$ cat src/core/pst_pkg.sv
/*
  Shared constants for the power-on self-test gating block: register
  offsets, field positions, reset values and widths.
  Assumes a 32-bit classic Wishbone register bus with byte addresses.
*/
package pst_pkg;

  // Register byte offsets on the Wishbone bus.
  localparam logic [7:0] PST_DIG_OFS  = 8'h00;
  localparam logic [7:0] PST_ANA_OFS  = 8'h04;
  localparam logic [7:0] PST_CTRL_OFS = 8'h08;
  localparam logic [7:0] PST_STAT_OFS = 8'h0c;

  // Digital disable register fields.
  localparam int PST_DIG_MASTER_BIT = 0;
  localparam int PST_DIG_LBIST_BIT  = 1;
  localparam int PST_DIG_LOL_BIT    = 2;
  localparam int PST_DIG_LOS0_BIT   = 3;
  localparam int PST_DIG_LOS1_BIT   = 4;
  localparam int PST_DIG_WARN_BIT   = 5;
  localparam int PST_DIG_ERR_BIT    = 6;
  localparam int PST_DIG_FIRST_TEST = 2;
  localparam int PST_DIG_TESTS      = 22;
  localparam int PST_DIG_WIDTH      = 24;
  localparam logic [31:0] PST_DIG_RESET = 32'h0000_0002;

  // Analog disable register fields.
  localparam int PST_ANA_MASTER_BIT = 0;
  localparam int PST_ANA_FIRST_TEST = 1;
  localparam int PST_ANA_TESTS      = 18;
  localparam int PST_ANA_OSC_EXCL   = 19;
  localparam int PST_ANA_BIAS_EXCL  = 20;
  localparam int PST_ANA_WIDTH      = 21;
  localparam logic [31:0] PST_ANA_RESET = 32'h0000_0000;

  // Control and status fields.
  localparam int PST_CTRL_TRIG_BIT  = 0;
  localparam int PST_STAT_BUSY_BIT  = 0;
  localparam int PST_STAT_DONE_BIT  = 1;
  localparam int PST_STAT_DPASS_BIT = 2;
  localparam int PST_STAT_APASS_BIT = 3;

endpackage

$ cat src/core/pst_gate.sv
/*
  Per-test run gating: a test may run only when its own disable bit and
  the master disable of its group are both clear.
  Assumes the caller registers the result before it leaves the block.
*/
`timescale 1ns/10ps
module pst_gate #(
  parameter int W = 8
) (
  // Disable controls
  input  wire logic [W-1:0] dis_i,
  input  wire logic         master_i,
  // Run enables
  output logic      [W-1:0] run_o
);

  for (genvar i = 0; i < W; i++) begin : g_bit
    assign run_o[i] = ~dis_i[i] & ~master_i;
  end

endmodule

$ cat src/core/pst_top.sv
/*
  Power-on self-test gating: two disable registers, a trigger, run
  enables to the test engines and combined pass/fail status.
  Assumes a classic Wishbone master and test engines that answer a start
  pulse with one done pulse carrying per-test fail flags.
*/
// The Wishbone register port and the register offsets are this design's own decisions.
// Overview of operation
// - Digital bit 6 set skips the crystal deviation error test.
// - Digital bit 5 set skips the crystal deviation warning test.
// - Digital bit 4 set skips second crystal signal loss test.
// - Digital bit 3 set skips first crystal signal loss test.
// - Digital bit 2 set skips the PLL lock loss test.
// - Digital bit 1, reset to one, blocks logic self-test at startup.
// - Digital bit 0 set suppresses all digital tests on a trigger.
// - Analog bit 20 set drops bias calibration from analog status.
// - Analog bit 19 set drops oscillator calibration from analog status.
// - Analog bit 18 set skips the regulator low fault check.
// - Analog bit 17 set skips the regulator in-range check.
// - Analog bit 16 set skips the regulator high fault check.
// - Analog bits 15 and 14 skip second and first reference regulators.
// - Analog bits 13 to 11 skip pump, detector, oscillator regulators.
// - Analog bits 10 to 4 each skip one output divider regulator.
// - Analog bits 3 to 1 skip fractional, PLL divider, core regulators.
// - Analog bit 0 set suppresses all analog regulator tests.
// - Digital bits 23 to 7 skip the remaining monitor tests.
`timescale 1ns/10ps
module pst_top
  import pst_pkg::*;
#(
  parameter int AW = 8
) (
  // Clock and reset
  input  wire logic                     clk_i,
  input  wire logic                     rst_i,
  // Wishbone slave
  input  wire logic                     wb_cyc_i,
  input  wire logic                     wb_stb_i,
  input  wire logic                     wb_we_i,
  input  wire logic [AW-1:0]            wb_adr_i,
  input  wire logic [3:0]               wb_sel_i,
  input  wire logic [31:0]              wb_dat_i,
  output logic      [31:0]              wb_dat_o,
  output logic                          wb_ack_o,
  // Self-test trigger and engine handshake
  input  wire logic                     selftest_trig_i,
  input  wire logic                     test_done_i,
  input  wire logic [PST_DIG_TESTS-1:0] dig_fail_i,
  input  wire logic [PST_ANA_TESTS-1:0] ana_fail_i,
  input  wire logic                     bias_cal_fail_i,
  input  wire logic                     osc_cal_fail_i,
  output logic                          test_start_o,
  output logic      [PST_DIG_TESTS-1:0] dig_run_o,
  output logic      [PST_ANA_TESTS-1:0] ana_run_o,
  output logic                          lbist_startup_en_o
);

  typedef enum logic {PST_IDLE, PST_RUN} pst_state_e;

  typedef struct packed {
    pst_state_e                 st;
    logic [PST_DIG_WIDTH-1:0]   dig;
    logic [PST_ANA_WIDTH-1:0]   ana;
    logic                       ack;
    logic [31:0]                dat;
    logic                       start;
    logic [PST_DIG_TESTS-1:0]   dig_run;
    logic [PST_ANA_TESTS-1:0]   ana_run;
    logic                       lbist_en;
    logic                       done;
    logic                       dig_pass;
    logic                       ana_pass;
  } pst_state_s;

  pst_state_s q;
  pst_state_s d;

  logic [PST_DIG_TESTS-1:0] dig_gate;
  logic [PST_ANA_TESTS-1:0] ana_gate;
  logic [31:0]              bmask;
  logic                     req;
  logic                     wr;
  logic                     trig;

  // skip single digital tests; overrides them all.
  pst_gate #(
    .W (PST_DIG_TESTS)
  ) u_dig_gate (
    .dis_i    (q.dig[PST_DIG_WIDTH-1:PST_DIG_FIRST_TEST]),
    .master_i (q.dig[PST_DIG_MASTER_BIT]),
    .run_o    (dig_gate)
  );

  // skip single regulator tests; overrides them all.
  pst_gate #(
    .W (PST_ANA_TESTS)
  ) u_ana_gate (
    .dis_i    (q.ana[PST_ANA_TESTS:PST_ANA_FIRST_TEST]),
    .master_i (q.ana[PST_ANA_MASTER_BIT]),
    .run_o    (ana_gate)
  );

  for (genvar b = 0; b < 4; b++) begin : g_sel
    assign bmask[8*b +: 8] = {8{wb_sel_i[b]}};
  end

  // Writes land on the edge that also sees ack high, as the master expects.
  assign req  = wb_cyc_i & wb_stb_i;
  assign wr   = req & wb_we_i & q.ack;
  assign trig = selftest_trig_i
              | (wr && wb_adr_i == PST_CTRL_OFS[AW-1:0]
                 && wb_sel_i[0] && wb_dat_i[PST_CTRL_TRIG_BIT]);

  always_comb begin
    d       = q;
    d.ack   = req & ~q.ack;
    d.start = 1'b0;

    // Reserved bits fall outside the stored width, so they read zero.
    if (wr && wb_adr_i == PST_DIG_OFS[AW-1:0]) begin
      d.dig = PST_DIG_WIDTH'((wb_dat_i & bmask)
            | ({8'h00, q.dig} & ~bmask));
    end else if (wr && wb_adr_i == PST_ANA_OFS[AW-1:0]) begin
      d.ana = PST_ANA_WIDTH'((wb_dat_i & bmask)
            | ({11'h000, q.ana} & ~bmask));
    end

    // The startup logic test follows the stored disable bit directly.
    d.lbist_en = ~d.dig[PST_DIG_LBIST_BIT];

    case (q.st)
      PST_IDLE: begin
        if (trig) begin
          // Run enables are frozen so that a mid-test write cannot alter
          // which per-test fail flags are judged.
          d.st      = PST_RUN;
          d.start   = 1'b1;
          d.dig_run = dig_gate;
          d.ana_run = ana_gate;
        end
      end
      PST_RUN: begin
        if (test_done_i) begin
          d.st       = PST_IDLE;
          d.dig_run  = '0;
          d.ana_run  = '0;
          d.dig_pass = ~|(dig_fail_i & q.dig_run);
          d.ana_pass = ~|(ana_fail_i & q.ana_run)
            & ~(bias_cal_fail_i & ~q.ana[PST_ANA_BIAS_EXCL])
            & ~(osc_cal_fail_i & ~q.ana[PST_ANA_OSC_EXCL]);
        end
      end
      default: d.st = PST_IDLE;
    endcase

    // Done is cleared by writing one; a completion in the same cycle wins.
    if (wr && wb_adr_i == PST_STAT_OFS[AW-1:0] && wb_sel_i[0]
        && wb_dat_i[PST_STAT_DONE_BIT]) begin
      d.done = 1'b0;
    end
    if (q.st == PST_RUN && test_done_i) begin
      d.done = 1'b1;
    end

    // Read data; unmapped addresses answer with ack and zero data.
    d.dat = 32'h0000_0000;
    if (req && !wb_we_i && !q.ack) begin
      if (wb_adr_i == PST_DIG_OFS[AW-1:0]) begin
        d.dat = {8'h00, q.dig};
      end else if (wb_adr_i == PST_ANA_OFS[AW-1:0]) begin
        d.dat = {11'h000, q.ana};
      end else if (wb_adr_i == PST_STAT_OFS[AW-1:0]) begin
        d.dat[PST_STAT_BUSY_BIT]  = (q.st == PST_RUN);
        d.dat[PST_STAT_DONE_BIT]  = q.done;
        d.dat[PST_STAT_DPASS_BIT] = q.dig_pass;
        d.dat[PST_STAT_APASS_BIT] = q.ana_pass;
      end
    end
  end

  always_ff @(posedge clk_i) begin
    if (rst_i) begin
      q          <= '0;
      q.st       <= PST_IDLE;
      q.dig      <= PST_DIG_RESET[PST_DIG_WIDTH-1:0];
      q.ana      <= PST_ANA_RESET[PST_ANA_WIDTH-1:0];
      q.lbist_en <= ~PST_DIG_RESET[PST_DIG_LBIST_BIT];
    end else begin
      q <= d;
    end
  end

  assign wb_dat_o           = q.dat;
  assign wb_ack_o           = q.ack;
  assign test_start_o       = q.start;
  assign dig_run_o          = q.dig_run;
  assign ana_run_o          = q.ana_run;
  assign lbist_startup_en_o = q.lbist_en;
endmodule

$ cat config.mk
export PLATFORM = sky130hd
export DESIGN_NAME = pst_top
export DESIGN_NICKNAME = d
export VERILOG_FILES = /design/src/core/pst_pkg.sv /design/src/core/pst_gate.sv /design/src/core/pst_top.sv
export SDC_FILE = /design/constraint.sdc
export NUM_CORES = 1
export LEC_CHECK = 0
export BUFFER_PORTS_ARGS = -buffer_cell sky130_fd_sc_hd__buf_2
export CORE_AREA = 2 2 103 105
export CTS_BUF_LIST = sky130_fd_sc_hd__clkbuf_8 sky130_fd_sc_hd__clkbuf_16
export CTS_CLUSTER_SIZE = 12
export DETAILED_ROUTE_END_ITERATION = 12
export DIE_AREA = 0 0 105 107
export PLACE_DENSITY = 0.76
export SLEW_MARGIN = 10
export SYNTH_ARGS = -nofsm -noshare
export SYNTH_HDL_FRONTEND = slang
export SYNTH_HIERARCHICAL = 1
export SYNTH_SLANG_ARGS = --single-unit
$ cat constraint.sdc
create_clock -name clk_i -period 2.65 [get_ports clk_i]
set_input_delay 0.265 -clock clk_i [delete_from_list [all_inputs] [get_ports clk_i]]
set_output_delay 0.265 -clock clk_i [all_outputs]
set_load 0.005 [all_outputs]
; ---- Yosys cells after proc, flatten, opt, wreduce, memory -nomap -nowiden
; Cells that the tools add are included.
[totals]
register_bits = 124
input_bits = 93
out_inout_bits = 75
elab_cells = 165
[op_classes]
n_eq_ne = 5
n_mux = 13
bitwise = 108
reduce_logical = 25
[ops]
columns = cell, count
row1 = case mux 40 bit (2 select lines), 1
row2 = inverter 1 bit, 51
row3 = AND 1 bit, 48
row4 = AND 24 bit, 2
row5 = two-way mux 41 bit, 1
row6 = two-way mux 40 bit, 1
row7 = two-way mux 24 bit, 1
row8 = inverter 24 bit, 1
row9 = OR 24 bit, 1
row10 = AND 22 bit, 1
row11 = OR reduction 22 bit, 1
row12 = AND 21 bit, 1
row13 = OR 21 bit, 1
row14 = AND 18 bit, 1
row15 = OR reduction 18 bit, 1
row16 = two-way mux 17 bit, 1
row17 = == test 8 x 4 -> 1 bit (second input constant), 2
row18 = logical AND 1 bit, 11
row19 = == test 8 x 3 -> 1 bit (second input constant), 1
row20 = logical NOT 8 bit, 1
row21 = two-way mux 4 bit, 2
row22 = AND reduction 2 bit, 3
row23 = logical NOT 1 bit, 4
row24 = two-way mux 1 bit, 4
row25 = other kinds (7), 9

; ---- Longest topological paths before layout
[depth]
ltp_word = 9
mapped_depth = 7
mapped_depth_nobuf = 4

; ---- Hierarchy
; Netlist, hierarchy kept.
[modules_own_cells]
columns = mod, n_inst, cells_per_inst, area_per_inst_um2, seq_area_each_um2
row1 = pst_top, 1, 474, 4799.6, 2322.2
row2 = pst_gate at u_dig_gate, 1, 24, 105.1, 0.0
row3 = pst_gate at u_ana_gate, 1, 20, 93.8, 0.0

; ---- Least setup slack after synthesis
; Ideal clock, no wire load.
[synth_timing]
kind = input to register
from = input port wb_adr_i[1]
to = register q, in the netlist ana_run_o[0]
setup_ns = 0.117
arrival_time_ns = 1.810
t_required_ns = 2.533
slack_ns = 0.724
cell_stages = 6
n_path_buf = 2
path_cell_list = or4_1 buf_4 nor4_4 o21ai_1 clkbuf_1 a22o_1
[synth_via]
elab_chain_len = 7
[synth_rtl]
columns = element, line_no
row1 = "start, declared", pst_top.sv:40  ; input wire logic [AW-1:0] wb_adr_i,
row2 = == test 8 x 4 -> 1 bit, pst_top.sv:111  ; | (wr && wb_adr_i == PST_CTRL_OFS[AW-1:0]
row3 = logical AND 1 bit, pst_top.sv:111
row4 = logical AND 1 bit (2 in series), pst_top.sv:112  ; && wb_sel_i[0] && wb_dat_i[PST_CTRL_TRIG_BIT]);
row5 = OR 1 bit, pst_top.sv:111
row6 = != test 2 bit (no line), -
row7 = AND reduction 2 bit (no line), -
row8 = "end, declared", pst_top.sv:75  ; pst_state_s q;
; Every way passes these cells.
; A chain may end at the register's enable or synchronous reset.

; ---- Worst setup path after layout
[layout_timing]
from = register q[123] in the netlist's numbering
to = register q, in the netlist ana_run_o[4]
[layout_via]
elab_chain_len = 3
word_cells_on_any_way = 5
classes_between = 2 x eq/ne / 1 x mux / 1 x bitwise / 1 x reduce/logical
[layout_rtl]
columns = element, line_no
row1 = inverter 1 bit, pst_top.sv:131  ; case (q.st)
row2 = != test 2 bit (no line), -
row3 = AND reduction 2 bit (no line), -
; Parallel ways exist; a longest one is shown, timed or not.

==> reports/qor.txt <==
Setup WS post-layout = 0.7446 ns
ANT nets after route = 0
Synth unique cells = 37
Clock transition at path regs = 0.06 ns
TNS Setup = 0 ns
Peak Freq = 524.8 MHz
TritonCTS clock tree = built
CP required = 3.09 ns
Lkg Pwr = 2.729 nW
Initial Utilization = 49.53%
Setup violations, final = 0
Final worst-path cycle share = 71.90%
Sequential area share after synthesis = 46.46%
DP Worst Slack = 0.3019 ns
Most frequent cells in the layout = 150 x buf_2, 116 x dfxtp_1, 81 x nor2_1
Critical path class = reg -> reg
Worst flop-to-flop path startpoint = q[123]
GPL Wtd Cong = 0.8435
Die width = 105 um
Reg-to-reg slack, setup = 0.74 ns
Vias in the first global route = 4038
Drt wl/cell = 17.40 um
Total gr overflow = 0
CTS Sinks = 116
Cts hold-fix bufs = 7
Pwr Density = 731.5 nW/um2
Top-Level Pins = 168
Maximum fanout along the worst path = 40
Clock Path Buffers = 2
Top_reg_cell synth = dfxtp_1
Reg2Reg Depth = 5
Largest net degree at the start of global routing = 42
Hold Path Origin = wb_dat_i[14]
Total chip power = 4.385 mW
Run status = finished, final reports clean
Core Rows = 37
Measured slew at the worst slew-check pin = 1.071 ns
Vias per Instance = 5.561
Die ar. = 11240 um2
Commonest non-fill, non-tap cell in the layout = buf_2
P&R area growth vs syn = 19.92%
Number of fill cells = 898
FF+latch count, synth = 116
GRT Resource Usage Total = 23.46%
Final wirelength = 13170 um
Hold crit path type = in -> reg
Port-buffer cells = 150
CP Data Arrival Time = 2.35 ns
CTS root buf = clkbuf_8
RSZ-0062 raised after global routing = false
Max VDD drop = 0.4732 mV
HPWL after DPL = 9339 um
H-tree levels = 4
Mean Syn Cell Area = 9.650 um2
Initial drt markers = 271
Initial antenna violation count = 0
Hold Violations, Final = 0
Fraction of layout instances using a drive strength above 1 = 32.37%
Crit. Startpoint = q[123]
Final nets = 702
Core area = 10090 um2
# diodes = 0
Max-slew violations = 0
Post-CTS setup buffers = 0
Post-Synthesis Cells = 518
Crit. End Element = register
Critical Path Source Type = register
CTS buffer count = 17
First-pass GRT wire length = 20310 um
Synth warnings = 6
Ys async rst share = 0%
Drt first pass iters = 5
Post-synth EDFFs = 0
Hold Path Depth = 3
Post-route minimum period = 1.905 ns
Max_cap viols = 0
Clk_skew = 0.007163 ns
Residual DRC count = 0
Mapped Area = 4999 um2
PostCTS Resize Cnt = 0
Vias post-DR = 4210
Worst rel slew slack = 28.30%
DIE HEIGHT = 107 um
Clock Latency Late Sink = 0.50 ns
-- cell type report --
type	instances	area, um2	share of cell area (%)
clock inverter	12	130.1	2.171
clock buffer	19	441.7	7.368
inverter	2	7.507	0.1252
multi-input combinational	304	2007	33.48
tap	136	170.2	2.839
sequential	116	2322	38.74
timing repair buffer	168	915.9	15.28
-- synthesized netlist by cell type, drive strengths merged, types with 4 or more instances --
| cell | n | area, um2 |
|---|---|---|
| o21ai | 19 | 95.09 |
| nand3 | 18 | 90.09 |
| nor4 | 4 | 76.32 |
| a21oi | 17 | 85.08 |
| nor2 | 81 | 304.0 |
| a22o | 65 | 569.3 |
| nand4 | 6 | 37.54 |
| buf | 83 | 629.3 |
| and2 | 4 | 25.02 |
| clkbuf | 20 | 75.07 |
| dfxtp | 116 | 2322 |
| nand2 | 13 | 48.80 |
| a221oi | 10 | 87.58 |
| mux2i | 30 | 300.3 |
-- metal layers --
| metal | up-vias | part of all wire [%] | track usage, % |
|---|---|---|---|
| li1 | 1961 | - | - |
| met2 | 218 | 48 | 39.29 |
| met4 | 0 | 2.6 | 9.333 |
| met1 | 2004 | 42 | 29.15 |
| met5 | - | 0 | 0 |
| met3 | 27 | 7.0 | 5.653 |
-- worst paths after layout --
| check | to |
|---|---|
| min | register |
| max reg2reg | ana_run_o[4] |
| min reg2reg | q[0] |
| max | ana_run_o[4] |
-- power by group --
group,switching [mW],internal [mW],leakage (nW)
combinational,0.166,0.171,1.51
sequential,0.0617,1.81,0.946
clock,0.797,1.38,0.269
total,1.02,3.36,2.73
-- logic make-up after synthesis --
logic type | after synthesis | synth area share [%]
AO/OA/AOI/OAI | 120 | 18.17
buffers and inverters | 105 | 14.24
flip-flops | 116 | 46.46
multiplexers | 31 | 6.233
other | 1 | 0.07502
AND/OR/NAND/NOR | 145 | 14.82
-- through the flow --
step	hold WS (ns)	utilization, %	instance area, um2	cells
after global placement	0.4442	53.04	5353	719
after CTS	0.00001160	59.40	5995	757
after global routing	0.01387	59.40	5995	757
after detailed placement	0.4507	53.04	5353	719
final	0.02090	59.40	5995	757
after floorplan	0.3635	-	5025	525
-- critical path: stages, from the launching register on --
cell and delay, ns:
dfxtp_1 0.35, a21oi_1 0.14, buf_4 0.15, nand2b_1 0.09
o21ai_4 0.83, a22o_1 0.29
Power figures use the tool's default switching activity.
